**src/hdl/bcpm_consts.vh**
```
// Constants for the battery charge port manager: offsets, fields, resets, timing.
// Assumes a 25 MHz mclk and a 32-bit AXI4-Lite register bus.
//
// Functional notes
// - Detection enabled: entering the charger-detect stage starts upstream detection automatically.
// - Shorted data pair is reported as dedicated charging port, code 001.
// - DP reflected onto DM reports code 010, only with enhanced flag set.
// - Pull-downs on both data lines report standard downstream port, code 011.
// - Vendor level profiles report 100 low, 101 high, 110 super high current.
// - Known charger type raises interrupt output and stays readable in status.
// - Optionally run detection during wait-reference-clock stage on internal oscillator.
// - No upstream detection while upstream port is an inter-chip link.
// - Charging enable bit n maps to port n from bit 1; asserts power.
// - Inter-chip downstream ports never become charging ports.
// - Charging port acts as CDP with host, DCP without; others standard.
// - Port classification is frozen after initialization completes.
// - Charging port power rises after init and drops on over-current.
// - Ganged mode drops every port; individual mode drops only faulty port.
// - DCP over-current: off one second, re-enable, three attempts in total.
// - After three attempts retry forever with ten second off interval.
// - CDP and standard ports leave power and over-current to the host; here their power still drops while overcurrentSense is high.
// - SMBus enabled when both lines pulled up; disabled when data low.
// - SMBus gives external master access to run-time registers; here no SMBus slave is built, smbusEnable only shows in status and on its output pin.
`ifndef BCPM_CONSTS_VH
`define BCPM_CONSTS_VH

`define BCPM_CLK_HZ          25000000
`define BCPM_RETRY_SHORT_MS  1000
`define BCPM_RETRY_LONG_MS   10000
`define BCPM_SETTLE_US       100
`define BCPM_SHORT_RETRIES   3

`define BCPM_OFS_CTRL        8'h00
`define BCPM_OFS_CHGEN       8'h04
`define BCPM_OFS_CHGSTAT     8'h08
`define BCPM_OFS_PORTSTAT    8'h0C

`define BCPM_CTRL_DETEN      0
`define BCPM_CTRL_ENHANCED   1
`define BCPM_CTRL_OSCDET     2
`define BCPM_CTRL_GANGED     3
`define BCPM_CTRL_RESET      4'h0
`define BCPM_CHGEN_RESET     4'h0

`define BCPM_STAT_TYPE_LSB   0
`define BCPM_STAT_VALID      3
`define BCPM_STAT_IRQ        4
`define BCPM_STAT_BUSY       5
`define BCPM_STAT_SMBUS      6

`define BCPM_TYPE_NONE       3'h0
`define BCPM_TYPE_DCP        3'h1
`define BCPM_TYPE_CDP        3'h2
`define BCPM_TYPE_SDP        3'h3
`define BCPM_TYPE_LOW        3'h4
`define BCPM_TYPE_HIGH       3'h5
`define BCPM_TYPE_SUPER      3'h6

`define BCPM_LVL_LOW         2'h0
`define BCPM_LVL_2V0         2'h1
`define BCPM_LVL_2V7         2'h2

`endif

```
**src/hdl/bcpm_top.v**
```verilog
// Battery charge port manager: upstream charger detection, downstream port power
// and over-current retry, AXI4-Lite register slave.
// Assumes analog comparator results and hub stage flags arrive synchronous to mclk.
//
// Our own choices: the address map and the AXI4-Lite interface to the registers.
`timescale 1ns/1ps
`include "bcpm_consts.vh"

module bcpm_top #(
  parameter NPORT        = 4,
  parameter TW           = 28,
  parameter [TW-1:0] SHORT_CYCLES  = `BCPM_RETRY_SHORT_MS * (`BCPM_CLK_HZ / 1000),
  parameter [TW-1:0] LONG_CYCLES   = `BCPM_RETRY_LONG_MS * (`BCPM_CLK_HZ / 1000),
  parameter [TW-1:0] SETTLE_CYCLES = `BCPM_SETTLE_US * (`BCPM_CLK_HZ / 1000000)
) (
  // Clock, reset, enable
  input  wire             mclk,
  input  wire             reset,
  input  wire             clkEn,
  // AXI4-Lite slave
  input  wire [7:0]       s_axi_awaddr,
  input  wire             s_axi_awvalid,
  output wire             s_axi_awready,
  input  wire [31:0]      s_axi_wdata,
  input  wire [3:0]       s_axi_wstrb,
  input  wire             s_axi_wvalid,
  output wire             s_axi_wready,
  output reg  [1:0]       s_axi_bresp,
  output reg              s_axi_bvalid,
  input  wire             s_axi_bready,
  input  wire [7:0]       s_axi_araddr,
  input  wire             s_axi_arvalid,
  output wire             s_axi_arready,
  output reg  [31:0]      s_axi_rdata,
  output reg  [1:0]       s_axi_rresp,
  output reg              s_axi_rvalid,
  input  wire             s_axi_rready,
  // Hub start-up flow
  input  wire             chargerDetectStage,
  input  wire             waitReferenceClockStage,
  input  wire             hwInitDone,
  input  wire             upstreamHsic,
  input  wire [NPORT:1]   downstreamHsic,
  input  wire             hostConnected,
  // Upstream line comparators
  input  wire             dpDmShorted,
  input  wire             dmReflectsDp,
  input  wire             bothPulledDown,
  input  wire [1:0]       dpLevel,
  input  wire [1:0]       dmLevel,
  // Downstream power
  input  wire [NPORT:1]   hostPortPowerReq,
  input  wire [NPORT:1]   overcurrentSense,
  output reg  [NPORT:1]   portPowerOut,
  // Status pins
  output reg              chargerIrq,
  output reg              detectBusy,
  output reg              smbusEnable,
  input  wire             smbusDataLine,
  input  wire             smbusClockLine
);

  localparam DET_IDLE   = 2'd0;
  localparam DET_SETTLE = 2'd1;
  localparam DET_CLASS  = 2'd2;

  localparam OC_ON  = 1'b0;
  localparam OC_OFF = 1'b1;

  localparam [1:0] RESP_OK  = 2'b00;
  localparam [1:0] RESP_ERR = 2'b10;
  localparam [1:0] MAXRETRY = `BCPM_SHORT_RETRIES;

  // Configuration and status
  reg  [3:0]      ctrl;
  reg  [NPORT:1]  chgEnable;
  reg  [NPORT:1]  chgClass;
  reg             classFrozen;
  reg  [2:0]      chgType;
  reg             typeValid;
  reg             strapDone;

  // Detector
  reg  [1:0]      detState;
  reg  [TW-1:0]   detTimer;
  reg             prevDetStage;
  reg             prevWaitStage;

  // Over-current retry per port
  reg             ocState  [1:NPORT];
  reg  [TW-1:0]   ocTimer  [1:NPORT];
  reg  [1:0]      retryCnt [1:NPORT];
  reg  [NPORT:1]  watchOn;

  // Bus slave
  reg             awHeld;
  reg             wHeld;
  reg  [7:0]      awAddr;
  reg  [31:0]     wData;
  reg  [3:0]      wStrb;

  wire            detStart;
  wire            doWrite;
  wire            irqClear;
  wire            typeSet;
  wire [NPORT:1]  dcpActive;
  reg  [NPORT:1]  portOff;
  reg  [NPORT:1]  next_portPower;
  reg  [2:0]      next_type;
  integer         i;

  function mapped;
    input [7:0] a;
    begin
      mapped = (a == `BCPM_OFS_CTRL) || (a == `BCPM_OFS_CHGEN) ||
               (a == `BCPM_OFS_CHGSTAT) || (a == `BCPM_OFS_PORTSTAT);
    end
  endfunction

  // Detection start from either stage entry
  assign detStart = ~upstreamHsic & (detState == DET_IDLE) & ctrl[`BCPM_CTRL_DETEN] &
                    ((chargerDetectStage & ~prevDetStage) |
                     (ctrl[`BCPM_CTRL_OSCDET] & waitReferenceClockStage &
                      ~prevWaitStage));

  // Charger classification from observed line states
  always @* begin
    if (dpDmShorted)
      next_type = `BCPM_TYPE_DCP;
    else if (ctrl[`BCPM_CTRL_ENHANCED] && dmReflectsDp)
      next_type = `BCPM_TYPE_CDP;
    else if (dpLevel == `BCPM_LVL_2V7 && dmLevel == `BCPM_LVL_2V0)
      next_type = `BCPM_TYPE_SUPER;
    else if (dpLevel == `BCPM_LVL_2V0 && dmLevel == `BCPM_LVL_2V0)
      next_type = `BCPM_TYPE_LOW;
    else if (dpLevel == `BCPM_LVL_2V0 && dmLevel == `BCPM_LVL_2V7)
      next_type = `BCPM_TYPE_HIGH;
    else if (bothPulledDown)
      next_type = `BCPM_TYPE_SDP;
    else
      next_type = `BCPM_TYPE_NONE;
  end

  assign typeSet  = (detState == DET_CLASS) && (next_type != `BCPM_TYPE_NONE);
  assign doWrite  = awHeld & wHeld & ~s_axi_bvalid;
  assign irqClear = doWrite && (awAddr == `BCPM_OFS_CHGSTAT) && wStrb[0] &&
                    wData[`BCPM_STAT_IRQ];

  always @(posedge mclk or posedge reset) begin
    if (reset) begin
      detState      <= DET_IDLE;
      detTimer      <= {TW{1'b0}};
      prevDetStage  <= 1'b0;
      prevWaitStage <= 1'b0;
      chgType       <= `BCPM_TYPE_NONE;
      typeValid     <= 1'b0;
      chargerIrq    <= 1'b0;
      detectBusy    <= 1'b0;
    end else if (clkEn) begin
      prevDetStage  <= chargerDetectStage;
      prevWaitStage <= waitReferenceClockStage;
      case (detState)
        DET_IDLE: begin
          if (detStart) begin
            detState   <= DET_SETTLE;
            detTimer   <= SETTLE_CYCLES;
            detectBusy <= 1'b1;
          end
        end
        DET_SETTLE: begin
          if (detTimer <= {{(TW-1){1'b0}}, 1'b1})
            detState <= DET_CLASS;
          else
            detTimer <= detTimer - {{(TW-1){1'b0}}, 1'b1};
        end
        DET_CLASS: begin
          detState   <= DET_IDLE;
          detectBusy <= 1'b0;
          chgType    <= next_type;
          typeValid  <= typeSet;
        end
        default: detState <= DET_IDLE;
      endcase
      // A new result outranks a clear in the same cycle
      if (typeSet)
        chargerIrq <= 1'b1;
      else if (irqClear)
        chargerIrq <= 1'b0;
    end
  end

  // Strap sample after reset release
  always @(posedge mclk or posedge reset) begin
    if (reset) begin
      strapDone   <= 1'b0;
      smbusEnable <= 1'b0;
    end else if (clkEn && !strapDone) begin
      strapDone   <= 1'b1;
      smbusEnable <= smbusDataLine & smbusClockLine;
    end
  end

  // Classification latched once at init; later enable writes do not move it
  always @(posedge mclk or posedge reset) begin
    if (reset) begin
      chgClass    <= {NPORT{1'b0}};
      classFrozen <= 1'b0;
    end else if (clkEn && hwInitDone && !classFrozen) begin
      classFrozen <= 1'b1;
      chgClass    <= chgEnable & ~downstreamHsic;
    end
  end

  assign dcpActive = hostConnected ? {NPORT{1'b0}} : chgClass;

  // Retry schedule, only for ports in dedicated charging mode
  always @(posedge mclk or posedge reset) begin
    if (reset) begin
      watchOn <= {NPORT{1'b0}};
      for (i = 1; i <= NPORT; i = i + 1) begin
        ocState[i]  <= OC_ON;
        ocTimer[i]  <= {TW{1'b0}};
        retryCnt[i] <= 2'd0;
      end
    end else if (clkEn) begin
      for (i = 1; i <= NPORT; i = i + 1) begin
        if (!dcpActive[i] || !classFrozen) begin
          ocState[i]  <= OC_ON;
          retryCnt[i] <= 2'd0;
          watchOn[i]  <= 1'b0;
        end else if (ocState[i] == OC_ON) begin
          if (overcurrentSense[i]) begin
            ocState[i] <= OC_OFF;
            watchOn[i] <= 1'b0;
            if (retryCnt[i] < MAXRETRY) begin
              ocTimer[i]  <= SHORT_CYCLES;
              retryCnt[i] <= retryCnt[i] + 2'd1;
            end else begin
              ocTimer[i]  <= LONG_CYCLES;
            end
          end else if (watchOn[i]) begin
            if (ocTimer[i] <= {{(TW-1){1'b0}}, 1'b1}) begin
              watchOn[i]  <= 1'b0;
              retryCnt[i] <= 2'd0;
            end else
              ocTimer[i] <= ocTimer[i] - {{(TW-1){1'b0}}, 1'b1};
          end
        end else begin
          if (ocTimer[i] <= {{(TW-1){1'b0}}, 1'b1}) begin
            ocState[i] <= OC_ON;
            watchOn[i] <= 1'b1;
            ocTimer[i] <= SHORT_CYCLES;
          end else
            ocTimer[i] <= ocTimer[i] - {{(TW-1){1'b0}}, 1'b1};
        end
      end
    end
  end

  // Power selection; host-owned ports follow the host request
  always @* begin
    for (i = 1; i <= NPORT; i = i + 1)
      portOff[i] = dcpActive[i] ? (ocState[i] == OC_OFF) : overcurrentSense[i];
    for (i = 1; i <= NPORT; i = i + 1) begin
      if (!classFrozen)
        next_portPower[i] = 1'b0;
      else if (ctrl[`BCPM_CTRL_GANGED] && (|portOff))
        next_portPower[i] = 1'b0;
      else if (portOff[i])
        next_portPower[i] = 1'b0;
      else if (dcpActive[i])
        next_portPower[i] = 1'b1;
      else
        next_portPower[i] = hostPortPowerReq[i];
    end
  end

  always @(posedge mclk or posedge reset) begin
    if (reset)
      portPowerOut <= {NPORT{1'b0}};
    else if (clkEn)
      portPowerOut <= next_portPower;
  end

  // AXI4-Lite slave; readies fall with clkEn so nothing is taken while frozen
  assign s_axi_awready = clkEn & ~awHeld & ~s_axi_bvalid;
  assign s_axi_wready  = clkEn & ~wHeld & ~s_axi_bvalid;
  assign s_axi_arready = clkEn & ~s_axi_rvalid;

  always @(posedge mclk or posedge reset) begin
    if (reset) begin
      awHeld       <= 1'b0;
      wHeld        <= 1'b0;
      awAddr       <= 8'h00;
      wData        <= 32'h0000_0000;
      wStrb        <= 4'h0;
      s_axi_bvalid <= 1'b0;
      s_axi_bresp  <= RESP_OK;
      ctrl         <= `BCPM_CTRL_RESET;
      chgEnable    <= `BCPM_CHGEN_RESET;
    end else if (clkEn) begin
      if (s_axi_awvalid && s_axi_awready) begin
        awHeld <= 1'b1;
        awAddr <= s_axi_awaddr;
      end
      if (s_axi_wvalid && s_axi_wready) begin
        wHeld <= 1'b1;
        wData <= s_axi_wdata;
        wStrb <= s_axi_wstrb;
      end
      if (doWrite) begin
        awHeld       <= 1'b0;
        wHeld        <= 1'b0;
        s_axi_bvalid <= 1'b1;
        s_axi_bresp  <= mapped(awAddr) ? RESP_OK : RESP_ERR;
        if (awAddr == `BCPM_OFS_CTRL && wStrb[0])
          ctrl <= wData[3:0];
        if (awAddr == `BCPM_OFS_CHGEN && wStrb[0])
          chgEnable <= wData[NPORT:1];
      end else if (s_axi_bvalid && s_axi_bready)
        s_axi_bvalid <= 1'b0;
    end
  end

  always @(posedge mclk or posedge reset) begin
    if (reset) begin
      s_axi_rvalid <= 1'b0;
      s_axi_rdata  <= 32'h0000_0000;
      s_axi_rresp  <= RESP_OK;
    end else if (clkEn) begin
      if (s_axi_arvalid && s_axi_arready) begin
        s_axi_rvalid <= 1'b1;
        s_axi_rresp  <= mapped(s_axi_araddr) ? RESP_OK : RESP_ERR;
        case (s_axi_araddr)
          `BCPM_OFS_CTRL:     s_axi_rdata <= {28'h0000000, ctrl};
          `BCPM_OFS_CHGEN:    s_axi_rdata <= {27'h0000000, chgEnable, 1'b0};
          `BCPM_OFS_CHGSTAT:  s_axi_rdata <= {25'h0000000, smbusEnable, detectBusy,
                                              chargerIrq, typeValid, chgType};
          `BCPM_OFS_PORTSTAT: s_axi_rdata <= {18'h00000, classFrozen, dcpActive,
                                              chgClass, portPowerOut, 1'b0};
          default:            s_axi_rdata <= 32'h0000_0000;
        endcase
      end else if (s_axi_rvalid && s_axi_rready)
        s_axi_rvalid <= 1'b0;
    end
  end

endmodule // bcpm_top

```
**config.mk**
```make
export PLATFORM = sky130hd
export DESIGN_NAME = bcpm_top
export DESIGN_NICKNAME = d
export VERILOG_FILES = /design/src/hdl/bcpm_top.v
export VERILOG_INCLUDE_DIRS = /design/src /design/src/hdl
export SDC_FILE = /design/constraint.sdc
export NUM_CORES = 1
export LEC_CHECK = 0
export ABC_AREA = 1
export BUFFER_PORTS_ARGS = -buffer_cell sky130_fd_sc_hd__buf_2
export CORE_ASPECT_RATIO = 0.75
export CORE_MARGIN = 10
export CORE_UTILIZATION = 61
export DETAILED_ROUTE_END_ITERATION = 10
export PLACE_DENSITY = 0.82
export SYNTH_ARGS = -nofsm -noshare
export SYNTH_HDL_FRONTEND = slang
export SYNTH_SLANG_ARGS = --single-unit
export TNS_END_PERCENT = 5
```
**constraint.sdc**
```tcl
create_clock -name mclk -period 8.3 [get_ports mclk]
set_input_delay 1.66 -clock mclk [delete_from_list [all_inputs] [get_ports mclk]]
set_output_delay 1.66 -clock mclk [all_outputs]
set_load 0.01 [all_outputs]
```
* Yosys cells after proc, flatten, opt, wreduce, memory -nomap -nowiden *
Cells that the tools add are included.

word-level totals
  register bits = 239
  output and inout bits = 48
  logic and storage cells = 336

operators by class
  add/sub/neg operators = 9
  $lt $le $gt $ge = 9
  equality and inequality tests = 31
  multiplexer cells = 132
  bitwise gates (word level) = 28
  reduce and logical (&&, ||, !) cells = 86

operators with widths
  cell                     count
  $mux W28                 26
  $le A28 B1 Y1 const B    5
  $sub A28 B1 Y28 const B  5
  $mux W1                  67
  $mux W2                  29
  $pmux W14 S4             1
  $pmux W28 S2             1
  $reduce_bool A3 Y1       13
  $eq A8 B4 Y1 const B     4
  $reduce_and A2 Y1        14
  $ne A3 B1 Y1 const B     8
  $reduce_and A4 Y1        5
  $reduce_and A5 Y1        4
  $logic_and A1 B1 Y1      19
  $eq A8 B3 Y1 const B     2
  $logic_not A8 Y1         2
  $mux W3                  5
  $and A1 B1 Y1            14
  $reduce_bool A2 Y1       7
  $ne A3 B3 Y1 const B     4
  $reduce_and A3 Y1        4
  $not A1 Y1               11
  $logic_or A1 B1 Y1       10
  $add A2 B1 Y2 const B    4
  14 further kinds         31

* Depth between registers and ports, before layout *
Gate-level depths: netlist of the first run.

  depth after elaboration = 11
  mapped depth = 13

* Worst setup path before layout of the first run *
OpenSTA, ideal clock, no wires.

  path kind = input-to-output
  start = input port clkEn
  end = output port s_axi_arready
  data arrival time = 2028 ps
  required time = 6640 ps
  slack = 4612 ps
  cell stages on the path = 3
  buffers on the path = 1
  cells stage by stage = inv_2 buf_2 nor2_1

between the ends
  cells in the longest elaborated chain, start to end = 1

ends and longest elaborated chain
  element        RTL line        source
  from (decl)    bcpm_top.v:19   input wire clkEn,
  $and A1 B1 Y1  bcpm_top.v:288  assign s_axi_arready = clkEn & ~s_axi_rvalid;
  to (decl)      bcpm_top.v:33   output wire s_axi_arready,

Every way passes these cells.

* Worst setup path after layout of the first run *
Same ends and word-level chain as after synthesis.

==> metrics.txt, run 1 <==
status=completed; pwr/cell area=261 mW/mm²; Clock Skew=0.0121 ns; CP most frequent cell=buf_2; slew margin rel.=41.0%; Max-Cap Viols=0; initial drt markers=1666; Main synth FF type=dfrtp_1; layout cells sized above 1=9.40%; Worst-Margin Slew=0.885 ns; CP Depth=4; largest net degree at the start of global routing=88; ys async rst share=100%; drt wl/cell=15.9 µm; RSZ-0062 raised after global routing=no; cells on worst reg2reg path=13; hold_buf cts=0; Vias=14500; die width=198 µm; Num Clock Sinks=219; crit path capture=s_axi_arready; origin of the critical flop-to-flop path=ocTimer[56]; total I/O pin count=134; crit-path cells=buf_2 > inv_2 > nor2_1 > buf_2; highest clock rate=216 MHz; Leakage=8.26 nW; final setup fails=0; most common cell after layout, fill and taps aside=nand2_1; slowest stage delay, CP=0.46 ns; critical path launch point type=primary input; Initial Util=62.5%; Die Y=153 µm; setup bufs post-CTS=0; Worst path slowest cell=buf_2; Post-Synth Simple-Gate Area=41.1%; clock-pin slew on the worst setup and hold paths=0.06 ns; setup TNS=0 ns; CTS tree=done; Worst Path Buf+Inv=3; initial antenna violation count=2; Peak VDD IR=0.000275 V; remaining antenna violation count=0; IO Port Bufs=83; total grt overflow=0; Synth warnings=0; fin nets=2349; largest family of logic cells by synthesized area=simple AND/OR/NAND/NOR gates; Core ar.=0.0232 mm²; CP delay by family, top=buffers and inverters; gr usage total=26.4%; post-synthesis cell area=0.0145 mm²; critical path arrival=2.96 ns; CTS root buf=clkbuf_16; Clock Path Buffers=3; # DRC=0; Synth Area in Compound Gates=8.06%; Req. time, crit path=6.64 ns; area delta synth->final=9.29%; Setup crit start=clkEn; register bit total from synthesis=219; FP Rows=48; EDFF count, synth=0; critical path type=in -> out; hold_ws=0.471 ns; mux contribution to synthesized area=0%; Fin. Hold Viols=0; GP Congestion=0.949; clk_lat worst skew=0.53 ns; Total Wirelength=40800 µm; xor/xnor share of the synthesized area=2.66%; TritonCTS Buffers=23; commonest cells after routing, fill and taps aside=nand2_1, nor2_1, dfrtp_1; Mapped Cells=2180; Seq/Total Area, Yosys=37.8%; Avg Vias per Cell=5.66; Fillers=2028; Avg Cell Area, Syn=6.65 µm²; min cycle time layout=4.62 ns; Hold Crit Class=reg -> reg; setup slack, reg-to-reg=5.57 ns; RR Endpoint=ocTimer[79]; Final Cycle Share=55.7%; post-cts resize count=0; Die ar.=0.0304 mm²; Distinct cells, synth=51; first-pass GRT wire length=66900 µm; vias in the first global route=13300; CP Max Fanout=23; Slew Viols, Final=0; Initial DRT Pass Iterations=6; H-Tree Level Count=1; adder-cell share of the synthesized area=1.21%; Post-DP HPWL=30000 µm; CP endpoint kind=output port
-- logic make-up (layout without fill, tap and decap cells) --
group / count (synthesis) / count (layout)
flops: 219 / 219
simple gates: 1382 / 1382
xor+xnor: 44 / 44
fa+ha+maj: 14 / 14
compound gates: 215 / 215
buf+inv: 305 / 372
other cells: 1 / 22
-- worst min path at each step --
| stage | depth (start not counted) | to | startpoint | slack, ns |
|---|---|---|---|---|
| 4_1_cts | 1 | strapDone | strapDone | 0.47 |
| 3_5_place_dp | 1 | strapDone | strapDone | 0.45 |
| 2_1_floorplan | 1 | strapDone | strapDone | 0.44 |
| 3_3_place_gp | 1 | strapDone | strapDone | 0.45 |
| 5_1_grt | 1 | strapDone | strapDone | 0.48 |
| 6_report | 1 | strapDone | strapDone | 0.47 |
-- Yosys cell counts, drive strengths merged, types with 2 or more instances --
library cell | n | area share [%]
xor2 | 36 | 2.2
nand2 | 682 | 18
nor3b | 2 | 0.10
nand3b | 19 | 0.98
a31oi | 3 | 0.13
a21boi | 2 | 0.18
ha | 14 | 1.2
nor3 | 27 | 1.2
a32o | 2 | 0.14
xnor2 | 8 | 0.48
clkinv | 5 | 0.13
or2 | 5 | 0.22
nand4 | 49 | 2.2
and2 | 4 | 0.17
o22ai | 6 | 0.26
nand3 | 208 | 7.5
dfrtp | 219 | 38
inv | 239 | 6.2
nor2 | 383 | 11
nor4 | 3 | 0.13
a21oi | 34 | 1.3
o21a | 2 | 0.10
a31o | 2 | 0.12
o31ai | 3 | 0.16
clkbuf | 13 | 0.35
buf | 48 | 2.5
o21ai | 155 | 5.4
o21bai | 4 | 0.21
-- through the flow --
step	utilization [%]	cells	instance area [µm²]	total power, mW	worst slack [ns]
6_report	68.3	2568	15800	4.13	3.68
3_3_place_gp	64.6	2524	15000	2.89	3.72
3_5_place_dp	64.6	2524	15000	2.94	3.73
4_1_cts	68.3	2566	15800	4.11	3.73
5_1_grt	68.3	2567	15800	4.42	3.61
2_1_floorplan	-	2199	14600	2.58	0.647
-- state kept, by name, summed over array words and instances, names as in the netlist, 2 cells and up --
register	flops
detState	2
chgType	3
ctrl	4
ocTimer	112
retryCnt	8
s_axi_rdata	14
portPowerOut	4
watchOn	4
chgClass	4
awAddr	8
wData	5
detTimer	28
chgEnable	4
ocState	4
-- worst register-to-register path, stage by stage (launching register included) --
cell and delay [ns]:
dfrtp_1 0.40, inv_1 0.11, ha_1 0.28, nor2_1 0.08, nor2_1 0.11, nand2_1 0.07, nor2_1 0.19, nand3_2 0.18
nand3_2 0.11, nand2_2 0.42, inv_2 0.47, nand2_1 0.10, nand2_1 0.08, inv_1 0.04
-- where the power goes --
part	leakage (nW)	internal [mW]	switching, mW
Combinational	5.07	0.461	0.986
Clock	0.417	0.720	0.451
Sequential	2.78	1.28	0.237
Total	8.26	2.46	1.67
-- area by class of cell --
| class | instances | area (µm²) | share of cell area [%] |
|---|---|---|---|
| Multi-Input combinational cell | 1675 | 7760 | 49.0 |
| Sequential cell | 219 | 5480 | 34.6 |
| Inverter | 244 | 923 | 5.83 |
| Clock buffer | 32 | 669 | 4.23 |
| Timing Repair Buffer | 86 | 438 | 2.77 |
| Tap cell | 300 | 375 | 2.37 |
| Clock inverter | 10 | 185 | 1.17 |
| Antenna cell | 2 | 5.00 | 0.0316 |
-- layer usage --
layer	up-vias	share of wire (%)	GRT usage (%)	wire length (µm)
met3	72	9.2	5.24	3760
met2	673	43	39.2	17600
met1	6739	45	38.1	18400
met4	0	2.4	7.63	998
met5	-	0	0	0
li1	7045	-	-	-
No activity file was read; power rests on OpenSTA's default activity.
==> run 2: changes to the inputs <==
==> constraint.sdc (replaced) <==
create_clock -name mclk -period 4.4 [get_ports mclk]
set_input_delay 0.88 -clock mclk [delete_from_list [all_inputs] [get_ports mclk]]
set_output_delay 0.88 -clock mclk [all_outputs]
set_load 0.01 [all_outputs]
==> metrics.txt, run 2 (synthesized netlist as in run 1, its figures left out) <==
final setup fails=0; hold_buf cts=0; crit path setup slack, layout=1.34 ns; Worst path slowest cell=nor2_1; CTS root buf=clkbuf_16; logic gate share of total power=35.2%; Core ar.=0.0232 mm²; max reg flops=112; IO Port Bufs=83; Max-Cap Viols=0; Setup crit start=clkEn; Clock Skew=0.0171 ns; GP Congestion=0.966; Total Wirelength=40900 µm; clock-pin slew on the worst setup and hold paths=0.06 ns; CP Max Fanout=14; drt wl/cell=15.9 µm; slowest stage delay, CP=0.31 ns; cells on worst reg2reg path=13; initial drt markers=1682; RSZ-0062 raised after global routing=no; Die ar.=0.0304 mm²; clk_lat worst skew=0.54 ns; Req. time, crit path=3.52 ns; crit-path cells=buf_2 > buf_4 > inv_2 > nor2_1 > buf_2; critical path launch point type=primary input; first-pass GRT wire length=67000 µm; CP endpoint kind=output port; Final Cycle Share=69.5%; Fin. Hold Viols=0; FP Rows=48; TritonCTS Buffers=25; Largest regs=ocTimer: 112 flops, detTimer: 28 flops, s_axi_rdata: 14 flops; H-Tree Level Count=1; status=completed; highest clock rate=327 MHz; Sw Ratio=40.8%; critical path type=in -> out; # DRC=0; vias in the first global route=13300; largest net degree at the start of global routing=73; Sw Pwr=3.17 mW; total I/O pin count=134; Peak VDD IR=0.000317 V; most common cell after layout, fill and taps aside=nand2_1; Initial DRT Pass Iterations=7; CP Depth=5; P_int=4.60 mW; Seq pwr share=36.9%; Worst Path Buf+Inv=4; Leakage=8.31 nW; Clock Path Buffers=3; setup bufs post-CTS=0; pre-CTS WS=1.40 ns; critical path arrival=2.18 ns; post-layout util=68.6%; fin nets=2358; remaining antenna violation count=0; slew margin rel.=42.5%; Worst-Margin Slew=0.863 ns; CP most frequent cell=buf_2; Hold Crit Class=in -> async; CP delay by family, top=buffers and inverters; setup slack, reg-to-reg=1.73 ns; Largest Register=ocTimer; post-cts resize count=0; Vias=14500; die width=198 µm; total grt overflow=0; Post-DP HPWL=30700 µm; Avg Vias per Cell=5.64; Clk network pwr share=27.8%; gr usage total=26.6%; min cycle time layout=3.06 ns; initial antenna violation count=3; CTS tree=done; layout cells sized above 1=9.80%; origin of the critical flop-to-flop path=ocTimer[56]; crit path capture=s_axi_arready; commonest cells after routing, fill and taps aside=nand2_1, nor2_1, dfrtp_1; Die Y=153 µm; Initial Util=62.5%; setup TNS=0 ns; Num Clock Sinks=219; RR Endpoint=ocTimer[79]; area delta synth->final=9.79%; Slew Viols, Final=0; pwr/cell area=488 mW/mm²
==> run 2: changes by cell type in the layout (fill, tap and decap cells not counted) <==
cell / before / now
buf_4: 3 / 8
clkinv_2: 2 / 6
buf_12: 0 / 2
bufinv_16: 5 / 3
clkbuf_16: 23 / 25
clkbuf_8: 6 / 5
inv_6: 1 / 2
inv_8: 1 / 0
==> run 2: power by group through the flow <==
stage / logic, mW / clock network (mW) / registers, mW
2_1_floorplan: 2.13 / 0 / 2.74
3_3_place_gp: 2.61 / 0 / 2.86
3_5_place_dp: 2.69 / 0 / 2.87
4_1_cts: 2.71 / 2.19 / 2.85
5_1_grt: 3.14 / 2.28 / 2.91
6_report: 2.74 / 2.16 / 2.87
==> run 2: area by class of cell <==
cell class	count	area, µm²
antenna	2	5.00
clock buffer	33	706
clock inverter	12	146
fill	2093	7280
inverter	244	920
multi-input combinational	1675	7760
sequential	219	5480
tap	300	375
timing repair buffer	93	515
==> run 2: routing by layer <==
metal	up-vias	routed length (µm)	global-route usage, %
li1	7071	-	-
met1	6726	18200	38.6
met2	665	17800	40.0
met3	74	3810	4.10
met4	2	1130	7.38
met5	-	13	0
==> run 2: worst min-delay path by stage <==
stage,endpoint,slack [ns]
6_report,awAddr[7],0.35
4_1_cts,awAddr[6],0.35
3_3_place_gp,strapDone,0.45
3_5_place_dp,strapDone,0.46
5_1_grt,ocTimer[102],0.36
2_1_floorplan,strapDone,0.44
==> run 2: worst register-to-register path: stages (launching register included) <==
cell and delay (ns):
dfrtp_1 0.41, inv_1 0.11, ha_1 0.29, nor2_1 0.08
nor2_1 0.13, nand2_1 0.08, nor2_1 0.16, nand3_2 0.16
nand3_2 0.10, nand2_2 0.38, inv_2 0.47, nand2_1 0.09
nand2_1 0.07, inv_1 0.03
==> run 2: per-stage QoR <==
step	std cells	cell area, µm²	hold slack [ns]	power (mW)
3_3_place_gp	2531	15000	0.455	5.47
6_report	2578	15900	0.349	7.77
2_1_floorplan	2199	14600	0.438	4.88
5_1_grt	2578	15900	0.361	8.33
4_1_cts	2576	15900	0.354	7.74
3_5_place_dp	2531	15000	0.460	5.56
==> run 3: changes to the inputs <==
==> constraint.sdc (replaced) <==
create_clock -name mclk -period 3.2 [get_ports mclk]
set_input_delay 0.64 -clock mclk [delete_from_list [all_inputs] [get_ports mclk]]
set_output_delay 0.64 -clock mclk [all_outputs]
set_load 0.01 [all_outputs]
==> metrics.txt, run 3 (synthesized netlist as in run 1, its figures left out) <==
setup slack, reg-to-reg=0.79 ns; CP Max Fanout=25; Peak VDD IR=0.000496 V; GP Congestion=0.998; TritonCTS Buffers=23; origin of the critical flop-to-flop path=ocTimer[84]; commonest cells after routing, fill and taps aside=nand2_1, nor2_1, dfrtp_1; post-layout util=68.7%; status=completed; cells on worst reg2reg path=12; P_int=6.33 mW; remaining antenna violation count=0; Largest Register=ocTimer; Sw Pwr=4.34 mW; slew margin rel.=36.5%; Total Wirelength=41400 µm; setup bufs post-CTS=0; Cells after DPL=2538; max reg flops=112; pre-CTS WS=0.695 ns; Post-DP HPWL=30900 µm; CP endpoint kind=register; clock-pin slew on the worst setup and hold paths=0.06 ns; Leakage=8.32 nW; Overall Power=10.7 mW; Core ar.=0.0232 mm²; CTS root buf=clkbuf_16; Vias=14500; critical path launch point type=register; Initial DRT Pass Iterations=5; Die Y=153 µm; largest net degree at the start of global routing=109; drt wl/cell=16.0 µm; total grt overflow=0; die width=198 µm; Final Cycle Share=75.2%; final setup fails=0; Avg Vias per Cell=5.61; clk_lat worst skew=0.52 ns; Seq pwr share=36.8%; Worst-Margin Slew=0.950 ns; RR Endpoint=ocTimer[95]; Num Clock Sinks=219; Fin. Hold Viols=0; area delta synth->final=9.96%; first-pass GRT wire length=67500 µm; Slew Viols, Final=0; gr usage total=26.9%; Initial Util=62.5%; highest clock rate=416 MHz; RSZ-0062 raised after global routing=no; min cycle time layout=2.41 ns; crit path setup slack, layout=0.794 ns; critical path type=reg -> reg; post-cts resize count=0; fin nets=2363; IO Port Bufs=83; Clock Path Buffers=3; Hold Crit Class=in -> async; vias in the first global route=13400; hold_ws=0.254 ns; Clock Skew=0.0101 ns; logic gate share of total power=35.5%; H-Tree Level Count=1; Die ar.=0.0304 mm²; Largest regs=ocTimer: 112 flops, detTimer: 28 flops, s_axi_rdata: 14 flops; # DRC=0; Max-Cap Viols=0; critical path arrival=2.81 ns; most common cell after layout, fill and taps aside=nand2_1; pwr/cell area=670 mW/mm²; total I/O pin count=134; Clk network pwr share=27.7%; post-placement cell area=0.0151 mm²; initial drt markers=1474; Req. time, crit path=3.60 ns; initial antenna violation count=2; layout cells sized above 1=9.84%; CTS tree=done; Sw Ratio=40.7%; fin cells=2579; Finished Cell Area=0.0159 mm²; FP Rows=48; hold_buf cts=0; setup TNS=0 ns
==> run 3: changes by cell type in the layout (fill, tap and decap cells not counted), sizes merged <==
cell / previous run / this run
buf: 93 / 100
clkbuf: 33 / 29
clkinv: 12 / 8
bufinv: 3 / 5
clkinvlp: 1 / 3
inv: 240 / 238
==> run 3: how the worst max path moves through the flow <==
| stage | from | end | slack, ns | cells after the start |
|---|---|---|---|---|
| after floorplan | reset | awAddr[0] | -0.29 | 1 |
| after global placement | hostConnected | ocTimer[103] | 0.71 | 10 |
| after detailed placement | overcurrentSense[1] | ocTimer[95] | 0.69 | 6 |
| after CTS | ocTimer[84] | ocTimer[95] | 0.83 | 12 |
| after global routing | ocTimer[84] | ocTimer[95] | 0.63 | 12 |
| final | ocTimer[84] | ocTimer[95] | 0.79 | 12 |
==> run 3: metal layers <==
layer | routed length [µm] | global-route usage, %
met1 | 18700 | 38.3
met2 | 17600 | 39.8
met3 | 3620 | 4.78
met4 | 1430 | 10.1
met5 | 0 | 0
==> run 3: cell type report <==
type,count,area (µm²)
antenna,2,5.00
clock inverter,10,184
tap,300,375
sequential,219,5480
multi-input combinational,1675,7760
clock buffer,29,628
inverter,244,920
fill,2031,7250
timing repair buffer,100,581
==> run 3: critical path, cell delays in order (launching register included) <==
cell     delay [ns]
dfrtp_1        0.39
inv_1          0.10
ha_1           0.28
nand2_2        0.15
inv_2          0.09
nand2_1        0.07
nand2_2        0.10
nand3_2        0.13
nand3_4        0.23
nand2_2        0.29
buf_12         0.28
o21ai_0        0.07
o21ai_1        0.09
==> run 3: power groups by stage <==
stage / Sequential (mW) / Combinational (mW) / Clock, mW
2_1_floorplan: 3.77 / 2.93 / 0
3_3_place_gp: 3.93 / 3.60 / 0
3_5_place_dp: 3.94 / 3.71 / 0
4_1_cts: 3.90 / 3.75 / 2.98
5_1_grt: 3.99 / 4.33 / 3.09
6_report: 3.93 / 3.79 / 2.96
